### config.mk
export PLATFORM = sky130hd
export DESIGN_NAME = tsm_thermal_cfg
export DESIGN_NICKNAME = d
export VERILOG_FILES = /design/src/tsm_pkg.sv /design/src/tsm_thermal_cfg.sv /design/src/tsm_smbus_slave.sv
export VERILOG_INCLUDE_DIRS = /design/src
export SDC_FILE = /design/constraint.sdc
export NUM_CORES = 1
export LEC_CHECK = 0
export BUFFER_PORTS_ARGS = -buffer_cell sky130_fd_sc_hd__buf_2
export CORE_UTILIZATION = 40
export DETAILED_ROUTE_END_ITERATION = 10
export PLACE_DENSITY = 0.68
export SLEW_MARGIN = 25
export SYNTH_ARGS = -nofsm -noshare
export SYNTH_HDL_FRONTEND = slang
export SYNTH_SLANG_ARGS = --single-unit
### constraint.sdc
create_clock -name sys_clk -period 2.05 [get_ports sys_clk]
set_input_delay 0.41 -clock sys_clk [delete_from_list [all_inputs] [get_ports sys_clk]]
set_output_delay 0.41 -clock sys_clk [all_outputs]
set_load 0.005 [all_outputs]
### src/tsm_cfg.svh
// How it works
// - lock set makes limit, parity test and special function registers ignore writes.
// - auto mode zone over its limit forces every non-disabled drive to full duty.
// - with any fan in auto, manual non-disabled fans are forced full too.
// - every zone is checked, including zones tied to no fan.
// - a limit of 80h never triggers the full-speed safety action.
// - three 8-bit read/write zone limits, each resetting to 64h.
// - bit 0 of the parity test register enables tree test; reset 00h.
// - tree holds four speed inputs and drive pins 2 and 3, not bus lines.
// - tree output is pure parity, so input order is irrelevant.
// - bit 0 selects idle state: zero sleep, one deeper low power.
// - bit 1 selects monitoring: zero continuous, one cycling.
// - bit 2 is global interrupt enable; interrupt pin acts only while set.
// - averaging field bits 7:5 sets averages per measurement per table.
// - averaging field top bit set gives 32 averages for everything.
// - averaging field resets to 010, register resets to 40h.
// - interrupt pin is active low, pulled low by enabled group and enable.
`ifndef TSM_CFG_SVH
`define TSM_CFG_SVH

// ****************************************
// register offsets
// ****************************************
`define TSM_OFS_ZONE1_ABS_LIMIT 8'h6A
`define TSM_OFS_ZONE2_ABS_LIMIT 8'h6B
`define TSM_OFS_ZONE3_ABS_LIMIT 8'h6C
`define TSM_OFS_PARITY_TEST 8'h6F
`define TSM_OFS_SPECIAL_FUNCTION 8'h7C

// ****************************************
// reset values
// ****************************************
`define TSM_RST_ABS_LIMIT 8'h64
`define TSM_RST_PARITY_TEST 8'h00
`define TSM_RST_SPECIAL_FUNCTION 8'h40

// ****************************************
// field positions
// ****************************************
`define TSM_BIT_PARITY_TEST_EN 0
`define TSM_BIT_IDLE_POWER 0
`define TSM_BIT_MONITOR_SCHED 1
`define TSM_BIT_GLOBAL_IRQ 2
`define TSM_AVG_HI 7
`define TSM_AVG_LO 5

// ****************************************
// values
// ****************************************
`define TSM_LIMIT_DISABLED 8'h80
`define TSM_DUTY_FULL 8'hFF
`define TSM_AVG_128 8'h80
`define TSM_AVG_32 8'h20
`define TSM_AVG_16 8'h10
`define TSM_AVG_8 8'h08
`define TSM_AVG_1 8'h01
`define TSM_SMBUS_ADDR 7'h2E
`define TSM_READ_UNMAPPED 8'h00

`endif

### src/tsm_pkg.sv
package tsm_pkg;

  typedef enum logic [8:0] {
    TSM_ST_IDLE = 9'h001,
    TSM_ST_ADDR = 9'h002,
    TSM_ST_ACK_ADDR = 9'h004,
    TSM_ST_CMD = 9'h008,
    TSM_ST_ACK_CMD = 9'h010,
    TSM_ST_WDATA = 9'h020,
    TSM_ST_ACK_WDATA = 9'h040,
    TSM_ST_RDATA = 9'h080,
    TSM_ST_RACK = 9'h100
  } tsm_bus_state_t;

  typedef enum logic [1:0] {
    TSM_AVG_REMOTE = 2'h1,
    TSM_AVG_LOCAL = 2'h2
  } tsm_avg_class_t;

endpackage

### src/tsm_thermal_cfg.sv
`timescale 1ns/1ps
`include "tsm_cfg.svh"

module tsm_thermal_cfg import tsm_pkg::*; #(
  parameter int NUM_FANS = 3,
  parameter int NUM_TACH = 4,
  parameter logic [6:0] SLAVE_ADDR = `TSM_SMBUS_ADDR
) (
  input wire logic sys_clk,
  input wire logic rst_b,
  input wire logic scl_in,
  input wire logic sda_in,
  output logic sda_out,
  output logic sda_oe_n,
  input wire logic config_lock,
  input wire logic signed [7:0] zone1_temp,
  input wire logic signed [7:0] zone2_temp,
  input wire logic signed [7:0] zone3_temp,
  input wire logic [NUM_FANS-1:0] fan_auto_mode,
  input wire logic [NUM_FANS-1:0] fan_disabled,
  input wire logic [NUM_FANS*8-1:0] fan_duty_in,
  output logic [NUM_FANS*8-1:0] fan_duty_out,
  output logic [NUM_FANS-1:0] fan_full_force,
  input wire logic [NUM_FANS-1:0] fan_drive_level,
  output logic [NUM_FANS-1:0] fan_drive_out,
  output logic [NUM_FANS-1:0] fan_drive_oe_n,
  input wire logic fan_drive_in_2,
  input wire logic fan_drive_in_3,
  input wire logic fan_speed_in_1,
  input wire logic fan_speed_in_2,
  input wire logic fan_speed_in_3,
  input wire logic fan_speed_in_4,
  input wire logic irq_group_request,
  output logic irq_out_n,
  output logic idle_power_select,
  output logic monitor_schedule_select,
  output logic [2:0] averaging_select,
  output logic [7:0] remote_avg_count,
  output logic [7:0] local_avg_count,
  output logic parity_test_mode,
  output logic parity_tree_out
);

  localparam int NUM_TREE = NUM_TACH + 2;

  logic [7:0] reg_addr;
  logic reg_wr_pulse;
  logic [7:0] reg_wr_data;
  logic [7:0] reg_rd_data;
  logic [7:0] zone1_limit_q, zone2_limit_q, zone3_limit_q;
  logic [7:0] parity_test_q;
  logic [7:0] special_function_reg_q;
  logic wr_ok;
  logic [NUM_TREE-1:0] tree_raw;
  logic [NUM_TREE-1:0] tree_s1_q, tree_s2_q;
  logic abs_violation;
  logic any_auto;

  // ****************************************
  // decode helpers
  // ****************************************
  function automatic logic zone_over(input logic signed [7:0] temp,
                                     input logic [7:0] limit);
    logic signed [7:0] lim_s;
    lim_s = limit;
    zone_over = (limit != `TSM_LIMIT_DISABLED) && (temp > lim_s);
  endfunction

  function automatic logic [7:0] avg_count(input logic [2:0] sel,
                                           input tsm_avg_class_t cls);
    avg_count = `TSM_AVG_32;
    if (sel[2]) begin
      avg_count = `TSM_AVG_32;
    end else if (sel[1]) begin
      avg_count = `TSM_AVG_16;
    end else if (sel[0]) begin
      avg_count = (cls == TSM_AVG_REMOTE) ? `TSM_AVG_16 : `TSM_AVG_1;
    end else begin
      avg_count = (cls == TSM_AVG_REMOTE) ? `TSM_AVG_128 : `TSM_AVG_8;
    end
  endfunction

  // ****************************************
  // serial register access
  // ****************************************
  tsm_smbus_slave #(
    .SLAVE_ADDR(SLAVE_ADDR)
  ) u_bus (
    .sys_clk(sys_clk),
    .rst_b(rst_b),
    .scl_in(scl_in),
    .sda_in(sda_in),
    .sda_out(sda_out),
    .sda_oe_n(sda_oe_n),
    .reg_addr(reg_addr),
    .reg_wr_pulse(reg_wr_pulse),
    .reg_wr_data(reg_wr_data),
    .reg_rd_data(reg_rd_data)
  );

  assign wr_ok = reg_wr_pulse && !config_lock;

  // ****************************************
  // limit registers
  // ****************************************
  always_ff @(posedge sys_clk) begin
    if (!rst_b) begin
      zone1_limit_q <= `TSM_RST_ABS_LIMIT;
      zone2_limit_q <= `TSM_RST_ABS_LIMIT;
      zone3_limit_q <= `TSM_RST_ABS_LIMIT;
    end else if (wr_ok) begin
      if (reg_addr == `TSM_OFS_ZONE1_ABS_LIMIT) begin
        zone1_limit_q <= reg_wr_data;
      end
      if (reg_addr == `TSM_OFS_ZONE2_ABS_LIMIT) begin
        zone2_limit_q <= reg_wr_data;
      end
      if (reg_addr == `TSM_OFS_ZONE3_ABS_LIMIT) begin
        zone3_limit_q <= reg_wr_data;
      end
    end
  end

  // ****************************************
  // parity test and special function
  // ****************************************
  always_ff @(posedge sys_clk) begin
    if (!rst_b) begin
      parity_test_q <= `TSM_RST_PARITY_TEST;
    end else if (wr_ok && reg_addr == `TSM_OFS_PARITY_TEST) begin
      parity_test_q <= {7'h00, reg_wr_data[`TSM_BIT_PARITY_TEST_EN]};
    end
  end

  // bits 3 and 4 are stored as written; software keeps them zero
  always_ff @(posedge sys_clk) begin
    if (!rst_b) begin
      special_function_reg_q <= `TSM_RST_SPECIAL_FUNCTION;
    end else if (wr_ok && reg_addr == `TSM_OFS_SPECIAL_FUNCTION) begin
      special_function_reg_q <= reg_wr_data;
    end
  end

  // ****************************************
  // read mux
  // ****************************************
  always_comb begin
    case (reg_addr)
      `TSM_OFS_ZONE1_ABS_LIMIT: reg_rd_data = zone1_limit_q;
      `TSM_OFS_ZONE2_ABS_LIMIT: reg_rd_data = zone2_limit_q;
      `TSM_OFS_ZONE3_ABS_LIMIT: reg_rd_data = zone3_limit_q;
      `TSM_OFS_PARITY_TEST: reg_rd_data = parity_test_q;
      `TSM_OFS_SPECIAL_FUNCTION: reg_rd_data = special_function_reg_q;
      default: reg_rd_data = `TSM_READ_UNMAPPED;
    endcase
  end

  // ****************************************
  // absolute limit safety
  // ****************************************
  assign any_auto = |fan_auto_mode;
  assign abs_violation = any_auto && (zone_over(zone1_temp, zone1_limit_q) ||
                                      zone_over(zone2_temp, zone2_limit_q) ||
                                      zone_over(zone3_temp, zone3_limit_q));

  genvar gi;
  generate
    for (gi = 0; gi < NUM_FANS; gi++) begin : g_fan
      always_ff @(posedge sys_clk) begin
        if (!rst_b) begin
          fan_full_force[gi] <= 1'b0;
          fan_duty_out[gi*8 +: 8] <= 8'h00;
        end else begin
          // manual fans included, disabled ones left alone
          fan_full_force[gi] <= abs_violation && !fan_disabled[gi];
          if (abs_violation && !fan_disabled[gi]) begin
            fan_duty_out[gi*8 +: 8] <= `TSM_DUTY_FULL;
          end else begin
            fan_duty_out[gi*8 +: 8] <= fan_duty_in[gi*8 +: 8];
          end
        end
      end

      // drive pins 2 and 3 turn into tree inputs during test
      always_ff @(posedge sys_clk) begin
        if (!rst_b) begin
          fan_drive_out[gi] <= 1'b0;
          fan_drive_oe_n[gi] <= 1'b0;
        end else begin
          fan_drive_out[gi] <= fan_drive_level[gi];
          fan_drive_oe_n[gi] <= (gi != 0) && parity_test_q[`TSM_BIT_PARITY_TEST_EN];
        end
      end
    end
  endgenerate

  // ****************************************
  // parity tree
  // ****************************************
  // bus lines are deliberately absent from the tree
  assign tree_raw = {fan_drive_in_3, fan_drive_in_2, fan_speed_in_4,
                     fan_speed_in_3, fan_speed_in_2, fan_speed_in_1};

  always_ff @(posedge sys_clk) begin
    if (!rst_b) begin
      tree_s1_q <= '0;
      tree_s2_q <= '0;
    end else begin
      tree_s1_q <= tree_raw;
      tree_s2_q <= tree_s1_q;
    end
  end

  always_ff @(posedge sys_clk) begin
    if (!rst_b) begin
      parity_test_mode <= 1'b0;
      parity_tree_out <= 1'b0;
    end else begin
      parity_test_mode <= parity_test_q[`TSM_BIT_PARITY_TEST_EN];
      parity_tree_out <= parity_test_q[`TSM_BIT_PARITY_TEST_EN] & (^tree_s2_q);
    end
  end

  // ****************************************
  // mode and averaging outputs
  // ****************************************
  always_ff @(posedge sys_clk) begin
    if (!rst_b) begin
      idle_power_select <= 1'b0;
      monitor_schedule_select <= 1'b0;
    end else begin
      idle_power_select <= special_function_reg_q[`TSM_BIT_IDLE_POWER];
      monitor_schedule_select <= special_function_reg_q[`TSM_BIT_MONITOR_SCHED];
    end
  end

  always_ff @(posedge sys_clk) begin
    if (!rst_b) begin
      averaging_select <= 3'h2;
      remote_avg_count <= `TSM_AVG_16;
      local_avg_count <= `TSM_AVG_16;
    end else begin
      averaging_select <= special_function_reg_q[`TSM_AVG_HI:`TSM_AVG_LO];
      remote_avg_count <= avg_count(special_function_reg_q[`TSM_AVG_HI:`TSM_AVG_LO],
                                    TSM_AVG_REMOTE);
      local_avg_count <= avg_count(special_function_reg_q[`TSM_AVG_HI:`TSM_AVG_LO],
                                   TSM_AVG_LOCAL);
    end
  end

  // ****************************************
  // interrupt pin
  // ****************************************
  always_ff @(posedge sys_clk) begin
    if (!rst_b) begin
      irq_out_n <= 1'b1;
    end else begin
      irq_out_n <= ~(irq_group_request & special_function_reg_q[`TSM_BIT_GLOBAL_IRQ]);
    end
  end

endmodule // tsm_thermal_cfg

### src/tsm_smbus_slave.sv
`timescale 1ns/1ps
`include "tsm_cfg.svh"

module tsm_smbus_slave import tsm_pkg::*; #(
  parameter logic [6:0] SLAVE_ADDR = `TSM_SMBUS_ADDR
) (
  input wire logic sys_clk,
  input wire logic rst_b,
  input wire logic scl_in,
  input wire logic sda_in,
  output logic sda_out,
  output logic sda_oe_n,
  output logic [7:0] reg_addr,
  output logic reg_wr_pulse,
  output logic [7:0] reg_wr_data,
  input wire logic [7:0] reg_rd_data
);

  logic scl_s1_q, scl_s2_q, scl_s3_q;
  logic sda_s1_q, sda_s2_q, sda_s3_q;
  tsm_bus_state_t state_q;
  logic [3:0] cnt_q;
  logic [7:0] shift_q;
  logic [7:0] tx_q;
  logic rw_q;
  logic drive_q;
  logic scl_rise, scl_fall, start_det, stop_det, byte_fall;

  // ****************************************
  // pin synchronisers
  // ****************************************
  always_ff @(posedge sys_clk) begin
    if (!rst_b) begin
      scl_s1_q <= 1'b1;
      scl_s2_q <= 1'b1;
      scl_s3_q <= 1'b1;
      sda_s1_q <= 1'b1;
      sda_s2_q <= 1'b1;
      sda_s3_q <= 1'b1;
    end else begin
      scl_s1_q <= scl_in;
      scl_s2_q <= scl_s1_q;
      scl_s3_q <= scl_s2_q;
      sda_s1_q <= sda_in;
      sda_s2_q <= sda_s1_q;
      sda_s3_q <= sda_s2_q;
    end
  end

  assign scl_rise = scl_s2_q & ~scl_s3_q;
  assign scl_fall = ~scl_s2_q & scl_s3_q;
  assign start_det = scl_s2_q & scl_s3_q & sda_s3_q & ~sda_s2_q;
  assign stop_det = scl_s2_q & scl_s3_q & ~sda_s3_q & sda_s2_q;
  assign byte_fall = scl_fall & (cnt_q == 4'h8);

  // ****************************************
  // byte framing
  // ****************************************
  always_ff @(posedge sys_clk) begin
    if (!rst_b) begin
      state_q <= TSM_ST_IDLE;
      cnt_q <= 4'h0;
      shift_q <= 8'h00;
      tx_q <= 8'h00;
      rw_q <= 1'b0;
      drive_q <= 1'b0;
    end else if (start_det) begin
      state_q <= TSM_ST_ADDR;
      cnt_q <= 4'h0;
      drive_q <= 1'b0;
    end else if (stop_det) begin
      state_q <= TSM_ST_IDLE;
      drive_q <= 1'b0;
    end else begin
      case (state_q)
        TSM_ST_ADDR, TSM_ST_CMD, TSM_ST_WDATA: begin
          if (scl_rise && cnt_q != 4'h8) begin
            shift_q <= {shift_q[6:0], sda_s2_q};
            cnt_q <= cnt_q + 4'h1;
          end
          if (byte_fall) begin
            if (state_q == TSM_ST_ADDR && shift_q[7:1] != SLAVE_ADDR) begin
              state_q <= TSM_ST_IDLE;
            end else begin
              drive_q <= 1'b1;
              if (state_q == TSM_ST_ADDR) begin
                rw_q <= shift_q[0];
                state_q <= TSM_ST_ACK_ADDR;
              end else if (state_q == TSM_ST_CMD) begin
                state_q <= TSM_ST_ACK_CMD;
              end else begin
                state_q <= TSM_ST_ACK_WDATA;
              end
            end
          end
        end
        TSM_ST_ACK_ADDR: begin
          if (scl_fall) begin
            if (rw_q) begin
              tx_q <= reg_rd_data;
              drive_q <= ~reg_rd_data[7];
              cnt_q <= 4'h1;
              state_q <= TSM_ST_RDATA;
            end else begin
              drive_q <= 1'b0;
              cnt_q <= 4'h0;
              state_q <= TSM_ST_CMD;
            end
          end
        end
        TSM_ST_ACK_CMD, TSM_ST_ACK_WDATA: begin
          if (scl_fall) begin
            drive_q <= 1'b0;
            cnt_q <= 4'h0;
            state_q <= TSM_ST_WDATA;
          end
        end
        TSM_ST_RDATA: begin
          if (scl_fall) begin
            if (cnt_q == 4'h8) begin
              drive_q <= 1'b0;
              state_q <= TSM_ST_RACK;
            end else begin
              drive_q <= ~tx_q[6];
              tx_q <= {tx_q[6:0], 1'b0};
              cnt_q <= cnt_q + 4'h1;
            end
          end
        end
        TSM_ST_RACK: begin
          // master nack ends the read, ack loads the next byte
          if (scl_rise && sda_s2_q) begin
            state_q <= TSM_ST_IDLE;
          end else if (scl_fall) begin
            tx_q <= reg_rd_data;
            drive_q <= ~reg_rd_data[7];
            cnt_q <= 4'h1;
            state_q <= TSM_ST_RDATA;
          end
        end
        TSM_ST_IDLE: begin
          drive_q <= 1'b0;
        end
        default: begin
          state_q <= TSM_ST_IDLE;
          drive_q <= 1'b0;
        end
      endcase
    end
  end

  // ****************************************
  // register pointer and write strobe
  // ****************************************
  always_ff @(posedge sys_clk) begin
    if (!rst_b) begin
      reg_addr <= 8'h00;
    end else if (state_q == TSM_ST_CMD && byte_fall) begin
      reg_addr <= shift_q;
    end else if ((state_q == TSM_ST_ACK_WDATA && scl_fall) ||
                 (state_q == TSM_ST_RACK && scl_rise && !sda_s2_q)) begin
      reg_addr <= reg_addr + 8'h01;
    end
  end

  always_ff @(posedge sys_clk) begin
    if (!rst_b) begin
      reg_wr_pulse <= 1'b0;
      reg_wr_data <= 8'h00;
    end else begin
      reg_wr_pulse <= (state_q == TSM_ST_WDATA) && byte_fall;
      if ((state_q == TSM_ST_WDATA) && byte_fall) begin
        reg_wr_data <= shift_q;
      end
    end
  end

  // open drain: only ever pulls low
  always_ff @(posedge sys_clk) begin
    if (!rst_b) begin
      sda_out <= 1'b0;
      sda_oe_n <= 1'b1;
    end else begin
      sda_out <= 1'b0;
      sda_oe_n <= ~drive_q;
    end
  end

endmodule // tsm_smbus_slave

==> reports/qor.csv <==
stage,metric,value,unit
critical_path,worst setup path class,reg -> reg,
clock_network,H-tree depth reported by CTS,4,
power,VDD IR max,0.000717,V
drt,top layer in use,met4,
synthesis,register area share after synthesis,41.8,%
die,Die ar.,0.0174,sq mm
grt,"Remaining Overflow, GRT",0,
drt,Iteration-0 DRC Markers,284,
grt,pin count of the biggest net entering global routing,80,
synthesis,async set or reset register ratio after synthesis,0,%
grt,GRT Util Overall,19.4,%
critical_path,FF-to-FF Start,u_bus.state_q[8],
timing,maximum clock rate,463,MHz
synthesis,Cell variety after synth,77,
drt,first-pass detailed-route iteration total,5,
timing,post-layout minimum cycle time,2.16,ns
drt,vias after detailed routing,5987,
synthesis,Ys Warns,0,
drt,post-route ant nets,0,
place,dpl cell area,0.00801,sq mm
critical_path,Worst R2R End,u_bus.cnt_q[2],
synthesis,"EDFF count, synth",0,
clock_network,Worst-Skew Late Latency,0.43,ns
critical_path,r2r setup slk,-0.11,ns
synthesis,mapped cell area,0.00675,sq mm
place,port bufs,116,
die,die height,132,um
timing,Worst-Margin Slew,0.496,ns
final_layout,nets,1039,
clock_network,Root Driver,clkbuf_16,
critical_path,CP peak stage delay,0.58,ns
critical_path,Worst Reg-to-Reg Cells,6,
critical_path,type of origin of the critical path,flop,
worst_hold_path,Worst Hold Launch,sda_in,
worst_hold_path,worst hold endpoint,u_bus.sda_s1_q,
drt,met2 wire len,8.46,mm
die,io pins,128,
outcome,failing checks,negative setup slack,
drt,Wirelength per Cell,14.8,um
worst_hold_path,Hold Crit Depth,2,
clock_network,total CTS buffers,17,
timing,Hold Fails Final Rpt,0,
synthesis,Area contributors post-synth,"dfxtp_1 42%, mux2i_1 6.7%, ha_1 5.4%",
place,gpl congestion,0.876,
final_layout,Area Growth Syn to Fin,36.5,%
timing,period utilisation layout,105,%
timing,Pins Over Slew Limit,0,
drt,routed wl met3,541,um
critical_path,crit-path cells,or4_4 -> nor4_4 -> and3_4 -> a311oi_4 -> or4b_1 -> o21ai_1,
power,Power Dens Cells,717,mW/mm^2
timing,Setup Viol. Count Final,18,
critical_path,Critical Path RT,2.41,ns
synthesis,Synth Register Bits,141,
grt,initial antenna violation count,0,
final_layout,fraction of layout cells with a size suffix above 1,35.5,%
job,Max Cap Viol,0,
die,Die Wd,132,um
drt,DR vias/cell,5.10,
clock_network,Sink Count,141,
clock_network,Clock Tree Buf Depth,2,
synthesis,post-synthesis average cell area,8.99,sq um
critical_path,slowest cell on the critical path,or4_4,
final_layout,final instance area,0.00921,sq mm
critical_path,CP max FO,7,
final_layout,# diodes,0,
timing,Setup Skew,0.00994,ns
synthesis,Gate Count Post-Synth,750,
clock_network,CTS Hold Bufs,0,
clock_network,CTS tree,yes,
die,area of the core,0.0165,sq mm
synthesis,post-synth top area cell,dfxtp_1,
drt,final wirelength,17.4,mm
drt,met1 wire length,7.89,mm
timing,Slew Limit Headroom,66.8,%
synthesis,Yosys top cell area share,41.8,%
synthesis,Post-synth top flop,dfxtp_1,
grt,global-route wire length before repair,26.9,mm
outcome,run status,"complete, but fails checks",
die,# rows,47,
place,dpl hpwl,11.6,mm
critical_path,Critical Path AT,2.52,ns
timing,RSZ-0062 raised after global routing,true,
grt,number of global-route vias before repair,5538,
drt,DRC violations left,0,
timing,post-route setup slack,-0.110,ns
critical_path,Worst setup EP type,flop,
timing,Post-Route Setup TNS,-0.924,ns
clock_network,clock slew at reported path FFs,0.06,ns
die,Initial Util,40.8,%
power,static leakage,0.00388,uW
worst_hold_path,Hold Path Class,in -> reg,
-- layout make-up --
type | count | area (sq um)
fillers | 1441 | 7320
repair buffers | 217 | 1460
flip-flops and latches | 141 | 2840
clock buffers | 18 | 429
multi-input cells | 521 | 3880
well taps | 220 | 275
inverters | 43 | 161
clock inverters | 14 | 161
-- logic make-up (layout without fill, tap and decap cells) --
logic type,after synthesis,in the layout,synth area share (%)
other,1,11,0.0556
flip-flops,141,141,41.8
AND/OR/NAND/NOR,282,282,22.4
AO/OA/AOI/OAI,141,142,15.0
adder cells (fa/ha/maj),29,29,5.38
buffers and inverters,99,292,7.05
XOR/XNOR,9,9,1.17
multiplexers,48,48,7.18
-- through the flow --
step           total power, uW  worst slack, ns  hold WS [ns]  std cells  util, %
3_3_place_gp              3440           -0.137         0.371       1119     48.5
6_report                  6600           -0.110         0.174       1174     55.7
3_5_place_dp              3450           -0.204         0.370       1119     48.5
2_1_floorplan             3220          -0.0331         0.355        760        -
4_1_cts                   6540           -0.107         0.170       1164     53.4
5_1_grt                   6820           -0.186         0.173       1174     55.7
-- layout by cell type, fill, tap and decap left out, types with 19 or more instances in the layout --
| cell | instances |
|---|---|
| and2_1 | 27 |
| nor2_1 | 33 |
| inv_1 | 38 |
| nand3_1 | 24 |
| ha_1 | 22 |
| clkbuf_16 | 19 |
| dfxtp_1 | 129 |
| buf_2 | 115 |
| nand2_1 | 81 |
| nor2b_1 | 36 |
| buf_4 | 88 |
| mux2i_1 | 45 |
| o21ai_1 | 28 |
-- repair_timing --
action                                  4_1_cts  5_1_grt
gates cloned                                  1        4
pin swaps                                     8       22
buffers inserted                             12        9
endpoints found under the setup margin       64       57
gates resized for setup                      31       88
hold endpoints to repair                      0        0
-- synthesized netlist by cell type, drive strengths merged, types with 3 or more instances --
cell	n
dfxtp	141
nand2	84
o21ai	48
mux2i	45
inv	43
nor2	39
nor2b	36
buf	33
ha	29
and2	27
nand3	25
clkbuf	23
a21boi	17
o211ai	13
nor4	11
a31oi	10
a21oi	9
nand2b	9
nor3	9
nand4	8
a221o	7
a21o	5
xnor2	5
and3	4
or4	4
or4b	4
xor2	4
a211oi	3
mux2	3
nand3b	3
nor4b	3
o211a	3
o2bb2ai	3
or2	3
-- registers in the layout, summed over array words and instances (netlist names), 7 cells and up --
register	count
u_bus.shift_q	8
u_bus.tx_q	7
zone1_limit_q	8
zone2_limit_q	8
u_bus.reg_wr_data	8
zone3_limit_q	8
special_function_reg_q	8
fan_duty_out	24
u_bus.reg_addr	8
u_bus.state_q	9
-- routing by layer --
metal  vias to the layer above  track usage [%]
met1                      2827             24.3
met4                         0             9.24
li1                       2984                -
met2                       137             32.1
met3                        39             3.69
met5                         -                0
-- worst max path at each step --
stage / from / to / slack [ns] / cells past startpoint
finish: u_bus.state_q[8] / u_bus.cnt_q[2] / -0.11 / 6
global route: u_bus.state_q[8] / u_bus.cnt_q[0] / -0.19 / 7
CTS: u_bus.state_q[8] / u_bus.cnt_q[2] / -0.11 / 6
detailed placement: zone3_temp[5] / fan_duty_out[5] / -0.20 / 9
floorplan: u_bus.state_q[1] / u_bus.state_q[0] / -0.03 / 8
global placement: zone3_temp[5] / fan_duty_out[11] / -0.14 / 9
-- power breakdown --
part / leakage, uW / internal, uW / switching [uW]
Clock: 0.000278 / 1810 / 1260
Combinational: 0.00245 / 360 / 329
Sequential: 0.00115 / 2810 / 24.7
Total: 0.00388 / 4990 / 1610
-- worst max-delay path: cells and delay by family (launching register included) --
family             cells  cell delay [ns]
AOI/OAI and AO/OA      2             0.19
DFF                    1             0.32
and+or+nand+nor        4             1.59
(Power assumes the default switching activity.)
